--- config.mk ---
export PLATFORM = sky130hd
export DESIGN_NAME = nps_sequencer
export DESIGN_NICKNAME = d
export VERILOG_FILES = /design/src/hdl/nps_sequencer.v /design/src/hdl/nps_sync.v
export VERILOG_INCLUDE_DIRS = /design/src /design/src/hdl
export SDC_FILE = /design/constraint.sdc
export NUM_CORES = 2
export LEC_CHECK = 0
export BUFFER_PORTS_ARGS = -buffer_cell sky130_fd_sc_hd__buf_2
export CORE_MARGIN = 2
export CORE_UTILIZATION = 25
export DETAILED_ROUTE_END_ITERATION = 10
export PLACE_DENSITY = 0.51
export SYNTH_ARGS = -nofsm -noshare
export SYNTH_HDL_FRONTEND = slang
export SYNTH_SLANG_ARGS = --single-unit
--- constraint.sdc ---
create_clock -name mclk -period 15.9 [get_ports mclk]
set_clock_uncertainty 0.2 [all_clocks]
set_input_delay 3.18 -clock mclk [delete_from_list [all_inputs] [get_ports mclk]]
set_output_delay 3.18 -clock mclk [all_outputs]
set_load 0.005 [all_outputs]
--- src/hdl/nps_regs.vh ---
// Purpose: Constants of the program/erase command sequencer
// Assumes: Included by nps_sync.v and nps_sequencer.v
// Notes:   Times are in microseconds; cycle counts derive from MCLK_MHZ
`ifndef NPS_REGS_VH
`define NPS_REGS_VH

// Command codes
`define NPS_OP_WREN      8'h06
`define NPS_OP_WRDI      8'h04
`define NPS_OP_EN4       8'hB7
`define NPS_OP_EX4       8'hE9
`define NPS_OP_CLRF      8'h50
`define NPS_OP_SUSP      8'h75
`define NPS_OP_RES       8'h7A
`define NPS_OP_PP        8'h02
`define NPS_OP_DIFP      8'hA2
`define NPS_OP_EDIFP     8'hD2
`define NPS_OP_QIFP      8'h32
`define NPS_OP_EQIFP     8'h38
`define NPS_OP_PP4       8'h12
`define NPS_OP_QIFP4     8'h34
`define NPS_OP_EQIFP4    8'h3E
`define NPS_OP_SSE_A     8'h52
`define NPS_OP_SSE_B     8'h20
`define NPS_OP_SE        8'hD8
`define NPS_OP_BE_A      8'hC7
`define NPS_OP_BE_B      8'h60

// Flag status bit positions
`define NPS_FL_READY     7
`define NPS_FL_ESUSP     6
`define NPS_FL_EERR      5
`define NPS_FL_PERR      4
`define NPS_FL_PROT      1
`define NPS_FL_ADDR4     0

// Erase region kinds shown on memEraseKind
`define NPS_EK_SUB       2'h0
`define NPS_EK_SEC       2'h1
`define NPS_EK_BULK      2'h2

// Geometry: region sizes as address bit counts, plus the number of sectors
`define NPS_PAGE_BITS    8
`define NPS_SUBSEC_BITS  12
`define NPS_SECTOR_BITS  16
`define NPS_SECTORS      1024

// Reset value of the pin synchroniser: chip select idles high
`define NPS_PIN_RESET    6'h20

// Timing
`define NPS_MCLK_MHZ                 100
`define NPS_SUBSECTOR_ERASE_TIME_US  120
`define NPS_SECTOR_ERASE_TIME_US     400
`define NPS_BULK_ERASE_TIME_US       2000
`define NPS_PAGE_PROGRAM_TIME_US     60
`define NPS_TIMEOUT_TIME_US          5000

`endif

--- src/hdl/nps_sequencer.v ---
// Purpose: Serial NOR program and erase command sequencer
// Assumes: Serial clock well below mclk/4; pins sampled by mclk
// Notes:   Array is outside; writes and erases leave as strobes
`timescale 1ns/1ns
`default_nettype none
`include "nps_regs.vh"

// Notes on behaviour
// - 12h, 34h, 3Eh take 32-bit address
// - Address width from strap or enter/exit
// - Dedicated 4-byte commands always four bytes
// - Bits per clock follow lane count
// - Erase drives bits to one
// - Erase without write enable ignored silently
// - Off-boundary select rise: nothing, latch kept
// - Erase self-timed per command kind
// - Protected sector: no erase, flags 1,5
// - Erase busy: controller 0, WIP 1
// - End clears WIP and write enable
// - Timeout clears latch, sets erase error (program error for a program)
// - Any address picks whole region
// - Sector erases suspend and resume
// - Bulk refused if any sector locked
// - Address bits taken on clock rise
// - Flags pollable; ready returns to 1
// - Program only clears bits
// - Protected program: no change, flags 1,4
module nps_sequencer #(
  parameter PAGE_BITS = `NPS_PAGE_BITS,
  parameter SECTORS   = `NPS_SECTORS,
  parameter SSE_CYC   = `NPS_SUBSECTOR_ERASE_TIME_US * `NPS_MCLK_MHZ,
  parameter SE_CYC    = `NPS_SECTOR_ERASE_TIME_US * `NPS_MCLK_MHZ,
  parameter BE_CYC    = `NPS_BULK_ERASE_TIME_US * `NPS_MCLK_MHZ,
  parameter PP_CYC    = `NPS_PAGE_PROGRAM_TIME_US * `NPS_MCLK_MHZ,
  parameter TOUT_CYC  = `NPS_TIMEOUT_TIME_US * `NPS_MCLK_MHZ
) (
  // Clock and reset
  input  wire               mclk,
  input  wire               reset,
  // Serial pins
  input  wire               sclkPin,
  input  wire               csNPin,
  input  wire [3:0]         dqPin,
  // Configuration
  input  wire               nvAddr4,
  input  wire [1:0]         laneMode,
  input  wire [SECTORS-1:0] sectorLock,
  input  wire               arrayStuck,
  // Array strobes
  output reg                memWrite,
  output reg  [7:0]         memClearMask,
  output reg                memErase,
  output reg  [1:0]         memEraseKind,
  output reg  [31:0]        memAddr,
  // Status
  output reg                wip,
  output reg                wel,
  output wire [7:0]         flagStatus
);

  localparam PAGE = 1 << PAGE_BITS;
  localparam SIDX = `NPS_SECTOR_BITS;
  // Kinds of decoded command
  localparam K_NONE = 4'd0;
  localparam K_WREN = 4'd1;
  localparam K_WRDI = 4'd2;
  localparam K_EN4  = 4'd3;
  localparam K_EX4  = 4'd4;
  localparam K_CLRF = 4'd5;
  localparam K_SUSP = 4'd6;
  localparam K_RES  = 4'd7;
  localparam K_PROG = 4'd8;
  localparam K_SSE  = 4'd9;
  localparam K_SE   = 4'd10;
  localparam K_BE   = 4'd11;
  // Sequencer states
  localparam S_IDLE = 2'd0;
  localparam S_BUSY = 2'd1;
  localparam S_SUSP = 2'd2;

  // Synchronised pins
  wire [5:0] pinSync;
  wire       csS   = pinSync[5];
  wire       sclkS = pinSync[4];
  wire [3:0] dqS   = pinSync[3:0];

  nps_sync #(
    .WIDTH (6),
    .INIT  (`NPS_PIN_RESET)
  ) u_sync (
    .mclk  (mclk),
    .reset (reset),
    .din   ({csNPin, sclkPin, dqPin}),
    .dout  (pinSync)
  );

  reg        sclkPrev;
  reg        csPrev;
  reg [7:0]  shift;
  reg [3:0]  bitCnt;
  reg [9:0]  byteIdx;
  reg [3:0]  kind;
  reg [2:0]  addrBytes;
  reg [31:0] addr;
  reg [8:0]  dataCnt;
  reg [7:0]  page [0:PAGE-1];
  reg [PAGE-1:0] pageValid;
  reg [1:0]  state;
  reg [3:0]  opKind;
  reg [31:0] opAddr;
  reg [31:0] opCnt;
  reg [31:0] opDur;
  reg        addr4Mode;
  reg        strapDone;
  reg        eraseErr;
  reg        progErr;
  reg        protErr;
  reg        eraseSusp;
  reg        ready;
  reg [7:0]  nextShift;
  reg [3:0]  nextBits;
  reg [3:0]  decKind;
  reg [2:0]  decBytes;

  wire sclkRise = sclkS & ~sclkPrev;
  wire csRise   = csS & ~csPrev;
  wire csFall   = ~csS & csPrev;
  wire byteDone = sclkRise & ~csS & (nextBits == 4'd8);
  wire [PAGE_BITS-1:0] pageIdx = addr[PAGE_BITS-1:0] +
                                 dataCnt[PAGE_BITS-1:0];
  wire [9:0] hdrLen = {7'h00, addrBytes} + 10'h001;
  wire [PAGE_BITS-1:0] wrIdx = opCnt[PAGE_BITS-1:0];
  wire hitLock  = sectorLock[addr[SIDX +: 10]];
  wire anyLock  = |sectorLock;
  wire onByte   = (bitCnt == 4'd0);
  wire isErase  = (kind == K_SSE) | (kind == K_SE) | (kind == K_BE);

  assign flagStatus = {ready, eraseSusp, eraseErr, progErr,
                       2'b00, protErr, addr4Mode};

  // Lane width sets bits per clock in every phase
  always @* begin
    case (laneMode)
      2'd1: begin
        nextShift = {shift[5:0], dqS[1:0]};
        nextBits  = bitCnt + 4'd2;
      end
      2'd2: begin
        nextShift = {shift[3:0], dqS};
        nextBits  = bitCnt + 4'd4;
      end
      default: begin
        nextShift = {shift[6:0], dqS[0]};
        nextBits  = bitCnt + 4'd1;
      end
    endcase
  end

  // Opcode decode; the assembled byte is still in nextShift
  always @* begin
    decBytes = addr4Mode ? 3'd4 : 3'd3;
    case (nextShift)
      `NPS_OP_WREN:  decKind = K_WREN;
      `NPS_OP_WRDI:  decKind = K_WRDI;
      `NPS_OP_EN4:   decKind = K_EN4;
      `NPS_OP_EX4:   decKind = K_EX4;
      `NPS_OP_CLRF:  decKind = K_CLRF;
      `NPS_OP_SUSP:  decKind = K_SUSP;
      `NPS_OP_RES:   decKind = K_RES;
      `NPS_OP_PP, `NPS_OP_DIFP, `NPS_OP_EDIFP,
      `NPS_OP_QIFP, `NPS_OP_EQIFP: decKind = K_PROG;
      `NPS_OP_PP4, `NPS_OP_QIFP4, `NPS_OP_EQIFP4: begin
        decKind  = K_PROG;
        decBytes = 3'd4;
      end
      `NPS_OP_SSE_A, `NPS_OP_SSE_B: decKind = K_SSE;
      `NPS_OP_SE:    decKind = K_SE;
      `NPS_OP_BE_A, `NPS_OP_BE_B: decKind = K_BE;
      default:       decKind = K_NONE;
    endcase
  end

  // Frame capture: bytes assembled on serial clock rises
  always @(posedge mclk or posedge reset) begin
    if (reset) begin
      sclkPrev  <= 1'b0;
      csPrev    <= 1'b1;
      shift     <= 8'h00;
      bitCnt    <= 4'h0;
      byteIdx   <= 10'h000;
      kind      <= K_NONE;
      addrBytes <= 3'd3;
      addr      <= 32'h0000_0000;
      dataCnt   <= 9'h000;
      pageValid <= {PAGE{1'b0}};
    end else begin
      sclkPrev <= sclkS;
      csPrev   <= csS;
      if (csFall) begin
        bitCnt    <= 4'h0;
        byteIdx   <= 10'h000;
        kind      <= K_NONE;
        dataCnt   <= 9'h000;
        pageValid <= {PAGE{1'b0}};
      end else if (sclkRise && !csS) begin
        shift  <= nextShift;
        bitCnt <= byteDone ? 4'h0 : nextBits;
        if (byteDone) begin
          if (byteIdx != 10'h3FF)
            byteIdx <= byteIdx + 10'h001;
          if (byteIdx == 10'h000) begin
            kind      <= decKind;
            addrBytes <= decBytes;
            // A 3-byte address must not inherit an older high byte
            addr      <= 32'h0000_0000;
          end else if (byteIdx < hdrLen) begin
            addr <= {addr[23:0], nextShift};
          end else if (kind == K_PROG) begin
            pageValid[pageIdx] <= 1'b1;
            if (dataCnt != 9'h1FF)
              dataCnt <= dataCnt + 9'h001;
          end
        end
      end
    end
  end

  // Page buffer has no reset; validity bits guard its use
  always @(posedge mclk) begin
    if (byteDone && kind == K_PROG && byteIdx >= hdrLen &&
        !csS && byteIdx != 10'h000)
      page[pageIdx] <= nextShift;
  end

  // Command execution and self-timed operation
  always @(posedge mclk or posedge reset) begin
    if (reset) begin
      state        <= S_IDLE;
      opKind       <= K_NONE;
      opAddr       <= 32'h0000_0000;
      opCnt        <= 32'h0000_0000;
      opDur        <= 32'h0000_0001;
      wip          <= 1'b0;
      wel          <= 1'b0;
      ready        <= 1'b1;
      eraseErr     <= 1'b0;
      progErr      <= 1'b0;
      protErr      <= 1'b0;
      eraseSusp    <= 1'b0;
      addr4Mode    <= 1'b0;
      strapDone    <= 1'b0;
      memWrite     <= 1'b0;
      memClearMask <= 8'h00;
      memErase     <= 1'b0;
      memEraseKind <= `NPS_EK_SUB;
      memAddr      <= 32'h0000_0000;
    end else begin
      memWrite <= 1'b0;
      memErase <= 1'b0;
      // Nonvolatile width setting is caught once after reset
      if (!strapDone) begin
        addr4Mode <= nvAddr4;
        strapDone <= 1'b1;
      end
      case (state)
        S_IDLE: begin
          // Only a whole-byte frame of proper length executes
          if (csRise && onByte) begin
            case (kind)
              K_WREN: if (byteIdx == 10'h001) wel <= 1'b1;
              K_WRDI: if (byteIdx == 10'h001) wel <= 1'b0;
              K_EN4:  if (byteIdx == 10'h001) addr4Mode <= 1'b1;
              K_EX4:  if (byteIdx == 10'h001) addr4Mode <= 1'b0;
              K_CLRF: if (byteIdx == 10'h001) begin
                eraseErr <= 1'b0;
                progErr  <= 1'b0;
                protErr  <= 1'b0;
              end
              K_PROG: if (wel && byteIdx > hdrLen) begin
                if (hitLock) begin
                  protErr <= 1'b1;
                  progErr <= 1'b1;
                end else begin
                  state  <= S_BUSY;
                  opKind <= K_PROG;
                  opAddr <= addr;
                  opDur  <= PP_CYC;
                  opCnt  <= 32'h0000_0000;
                  wip    <= 1'b1;
                  ready  <= 1'b0;
                end
              end
              K_SSE, K_SE, K_BE: begin
                // Without the latch the erase is dropped silently
                if (wel && byteIdx == ((kind == K_BE) ? 10'h001
                                                      : hdrLen)) begin
                  if ((kind == K_BE) ? anyLock : hitLock) begin
                    protErr <= 1'b1;
                    eraseErr <= 1'b1;
                  end else begin
                    state  <= S_BUSY;
                    opKind <= kind;
                    opAddr <= addr;
                    opDur  <= (kind == K_SSE) ? SSE_CYC :
                              (kind == K_SE)  ? SE_CYC : BE_CYC;
                    opCnt  <= 32'h0000_0000;
                    wip    <= 1'b1;
                    ready  <= 1'b0;
                  end
                end
              end
              default: ;
            endcase
          end
        end
        S_BUSY: begin
          opCnt <= opCnt + 32'h0000_0001;
          // Program pass: one clear-mask strobe per buffered byte
          if (opKind == K_PROG && opCnt < PAGE &&
              pageValid[wrIdx]) begin
            memWrite     <= 1'b1;
            memAddr      <= {opAddr[31:PAGE_BITS], wrIdx};
            memClearMask <= ~page[wrIdx];
          end
          if (opCnt >= opDur - 32'h0000_0001 && !arrayStuck) begin
            state <= S_IDLE;
            wip   <= 1'b0;
            wel   <= 1'b0;
            ready <= 1'b1;
            if (opKind != K_PROG) begin
              memErase <= 1'b1;
              case (opKind)
                K_SSE: begin
                  memEraseKind <= `NPS_EK_SUB;
                  memAddr <= {opAddr[31:`NPS_SUBSEC_BITS],
                              {`NPS_SUBSEC_BITS{1'b0}}};
                end
                K_SE: begin
                  memEraseKind <= `NPS_EK_SEC;
                  memAddr <= {opAddr[31:`NPS_SECTOR_BITS],
                              {`NPS_SECTOR_BITS{1'b0}}};
                end
                default: begin
                  memEraseKind <= `NPS_EK_BULK;
                  memAddr      <= 32'h0000_0000;
                end
              endcase
            end
          end else if (opCnt >= TOUT_CYC - 1) begin
            // The array never finished: give up and report
            state <= S_IDLE;
            wip   <= 1'b0;
            wel   <= 1'b0;
            ready <= 1'b1;
            if (opKind == K_PROG)
              progErr <= 1'b1;
            else
              eraseErr <= 1'b1;
          end else if (csRise && onByte && kind == K_SUSP &&
                       byteIdx == 10'h001 &&
                       (opKind == K_SSE || opKind == K_SE)) begin
            state     <= S_SUSP;
            eraseSusp <= 1'b1;
            wip       <= 1'b0;
            ready     <= 1'b1;
          end
        end
        S_SUSP: begin
          // Elapsed time is kept; the erase continues where it stopped
          if (csRise && onByte && byteIdx == 10'h001) begin
            case (kind)
              K_RES: begin
                state     <= S_BUSY;
                eraseSusp <= 1'b0;
                wip       <= 1'b1;
                ready     <= 1'b0;
              end
              K_WREN: wel <= 1'b1;
              K_WRDI: wel <= 1'b0;
              K_CLRF: begin
                eraseErr <= 1'b0;
                progErr  <= 1'b0;
                protErr  <= 1'b0;
              end
              default: ;
            endcase
          end
        end
        default: state <= S_IDLE;
      endcase
    end
  end

endmodule // nps_sequencer
`default_nettype wire

--- src/hdl/nps_sync.v ---
// Purpose: Two-stage synchroniser for pin inputs
// Assumes: Inputs are asynchronous to mclk
// Notes:   Only the second stage is visible outside
`timescale 1ns/1ns
`default_nettype none
`include "nps_regs.vh"

module nps_sync #(
  parameter          WIDTH = 6,
  parameter [5:0]    INIT  = `NPS_PIN_RESET
) (
  // Clock and reset
  input  wire             mclk,
  input  wire             reset,
  // Data
  input  wire [WIDTH-1:0] din,
  output reg  [WIDTH-1:0] dout
);

  reg [WIDTH-1:0] stage1;

  // First stage feeds only the second stage
  always @(posedge mclk or posedge reset) begin
    if (reset) begin
      stage1 <= INIT[WIDTH-1:0];
      dout   <= INIT[WIDTH-1:0];
    end else begin
      stage1 <= din;
      dout   <= stage1;
    end
  end

endmodule // nps_sync
`default_nettype wire

==> reports/results.tsv <==
metric	value	unit
outcome	complete, but fails checks	
failing checks	max-capacitance violations, max-slew violations	
Crit. Startpoint	sectorLock[454]	
Finish-stage setup viols	0	
first-pass GRT wire length	623000	um
HP Start	u_sync.stage1[0]	
CTS buffer count	282	
drt pass-1 iters	5	
ANT nets after route	0	
CTS Root Cell	clkbuf_16	
Max-cap violations	3	
Worst R2R Path Depth	14	
CTS tree	built	
EDFF count, synth	2048	
max incr delay on CP	1100	ps
post-CTS resize count	0	
worst r2r dst	opCnt[14]	
via/cell ratio	5.19	
routability cong.	0.976	
Synth Register Bits	2511	
worst-path maximum fanout	75	
total die area	453000	um2
port bufs	1087	
fin crit share	49.5	%
CP Data Required Time	16420	ps
Util after Layout	30.1	%
Post-synth top flop	edfxtp_1	
Reg2Reg Setup Slack	8660	ps
1st-iter DRT viols	7446	
Reg2Reg Launch Point	addr[18]	
stages on the worst setup path	12	
CTS Hold Buffers Added	0	
CP max stage cell	nor4_1	
Crit path top cell by count	nand4_1	
Worst-path clk slew	60	ps
Clock Sinks	2511	
Worst Hold Margin	149	ps
post-synthesis sequential area ratio	65.3	%
PnR worst setup slack	8030	ps
VDD IR max	86.5	uV
Worst Tran Pin Value	1590	ps
worst-path cell chain	buf_2, nor4_1, nand4_1, nor4_1, nand4_1, nor3_1, a21oi_1, nor2_1, nand4_1, buf_4, and2_1, a211o_1	
drt wl/cell	33.8	um
Leakage	43.9	nW
Bufs on Longest Clock Path	4	
core area	446000	um2
FFs w/ async S/R, synth	18.4	%
Fillers	43800	
Die Ht	673	um
clock power share	44.3	%
vias in the first global route	71900	
mean post-synth cell area	17.7	um2
Layout area overhead	19.8	%
clk_lat worst skew	890	ps
crit-path leading delay family	simple AND/OR/NAND/NOR gates	
fin. max-slew vios	5	
kind of critical path	in2reg	
type of the most critical hold path	reg2reg	
Mapped Area	112000	um2
maximum clock frequency	127	MHz
Cell Int Power	11.4	mW
P_sw	3.40	mW
Arr. time, crit path	8390	ps
Starting Density	25.1	%
pre-CTS setup slack	6730	ps
Crit path buffers/inverters	2	
final wirelength	462000	um
switching fraction of total power	23.0	%
crit end category	register	
Post-route DRC	0	
Ys Warns	0	
largest net degree at the start of global routing	176	
total track usage	19.7	%
Horiz. Die Dim	673	um
Slew Limit Headroom	-7.15	%
CP startpoint kind	input pin	
Core Rows	245	
RSZ-0062 raised after global routing	false	
clock period minus worst slack	7870	ps
Post-Synthesis Cells	6328	
DP HPWL	333000	um
Post-CTS Setup Repair Bufs	0	
synth unique cells	88	
post-layout instance area	134000	um2
final hold violation count	0	
GR Overflow Total	0	
crit path capture	opCnt[14]	
antenna violations before repair	96	
vias	70900	
H-Tree Depth	5	
P per Cell Area	110	nW/um2
Post-Place Cell Area	125000	um2
sequential share of power	49.9	%
Net count, final	8517	
Ports	1090	
TNS Setup	0	ps
Comb pwr share	5.8	%
share of layout cells above drive strength 1	36.4	%
-- power groups by stage --
stage / clock network (mW) / registers (mW) / logic, mW
6_report: 6.53 / 7.36 / 0.851
5_1_grt: 6.92 / 7.36 / 0.900
4_1_cts: 6.67 / 7.36 / 0.851
3_5_place_dp: 0 / 7.50 / 0.850
3_3_place_gp: 0 / 7.50 / 0.835
2_1_floorplan: 0 / 7.56 / 0.295
-- sequential cells by signal, summed over array words and instances (netlist names), 8 cells and up --
name	count
memClearMask	8
byteIdx	10
opCnt	32
pageValid	256
page	2048
addr	32
dataCnt	9
opAddr	24
memAddr	32
opDur	10
-- worst min path at each step --
stage / end / slack (ps) / cells after the start
after global placement: u_sync.dout[0] / 140 / 0
after floorplan: u_sync.dout[0] / 130 / 0
after CTS: u_sync.dout[0] / 150 / 0
after detailed placement: u_sync.dout[0] / 140 / 0
after global routing: u_sync.dout[0] / 160 / 0
final: u_sync.dout[0] / 150 / 0
-- worst register-to-register path, delay by kind of cell (launching register included) --
family	cells	cell delay [ps]
flops	1	590
buf+inv	4	2860
mux	1	550
compound gates	5	1360
simple gates	4	1530
-- cell usage in the layout, fill, tap and decap left out, types with 74 or more instances in the layout --
master,netlist,routed
buf_4,30,147
a22o_1,292,292
diode_2,0,89
nand2_1,236,236
clkbuf_16,0,288
buf_2,89,1088
edfxtp_1,2048,2048
nand4_1,101,101
nand3_1,103,103
nor2_1,410,388
o21ai_0,80,80
nor4_1,285,257
mux4_2,942,942
mux2i_1,181,177
dfrtp_1,457,444
a21oi_1,74,74
-- synthesized netlist by cell type (all sizes together), types with 5 or more instances --
master      n  area share [%]
o22ai      28            0.16
o21bai      6           0.040
a22o      292             2.3
a32oi       6           0.047
o21ai      81            0.36
o211a       5           0.045
dfstp       6            0.14
nor2      410             1.4
mux2       45            0.45
a21oi      74            0.33
ha         61            0.68
nand2b     27            0.16
nand3b      8           0.054
buf       182            0.86
dfrtp     457              10
nand4     101            0.56
nand2     236            0.79
xnor2      24            0.19
inv        56            0.19
clkbuf    261            0.87
nor2b      27            0.15
mux2i     181             1.6
a21o        6           0.040
o21a        8           0.054
a211o       5           0.039
nor4      287             1.6
o31ai      19            0.13
or2        25            0.14
and3       17           0.095
or3        16           0.089
and2       18            0.10
a22oi      65            0.44
nand3     103            0.46
a31oi      15           0.089
nor3       36            0.17
mux4      942              19
o2111ai     7           0.055
edfxtp   2048              55
o211ai     10           0.067
xor2       13            0.10
nor4b       6           0.047
a221oi      8           0.063
o311ai     19            0.15
a211oi     19            0.13
-- routing by layer --
layer / up-vias / wire length (um) / track usage, %
met4: 16 / 29000 / 10.9
met5: - / 116 / 0
li1: 28700 / - / -
met3: 729 / 32100 / 3.71
met2: 3359 / 224000 / 32.9
met1: 38000 / 177000 / 24.2
-- cells by family after synthesis --
| kind of cell | share of synthesized area [%] |
|---|---|
| flip-flops | 65.3 |
| AND/OR/NAND/NOR | 5.93 |
| multiplexers | 21.0 |
| AO/OA/AOI/OAI | 4.86 |
| buffers and inverters | 1.94 |
| adder cells (fa/ha/maj) | 0.699 |
| XOR/XNOR | 0.289 |
| other | 0.00671 |
-- stage by stage --
step	instances	power (mW)
after floorplan	6329	7.85
after global placement	13100	8.33
after detailed placement	13100	8.35
after CTS	13600	14.9
after global routing	13600	15.2
final	13700	14.7
-- area by class of cell --
cell class | count | area, um2 | area share [%]
Antenna cell | 89 | 223 | 0.166
Clock buffer | 364 | 7610 | 5.67
Clock inverter | 150 | 1660 | 1.24
Inverter | 59 | 263 | 0.196
Multi-Input combinational cell | 3316 | 37100 | 27.6
Sequential cell | 2511 | 73100 | 54.5
Tap cell | 5928 | 7420 | 5.53
Timing Repair Buffer | 1249 | 6800 | 5.07
Note: power is estimated with default switching activity, not from simulation.
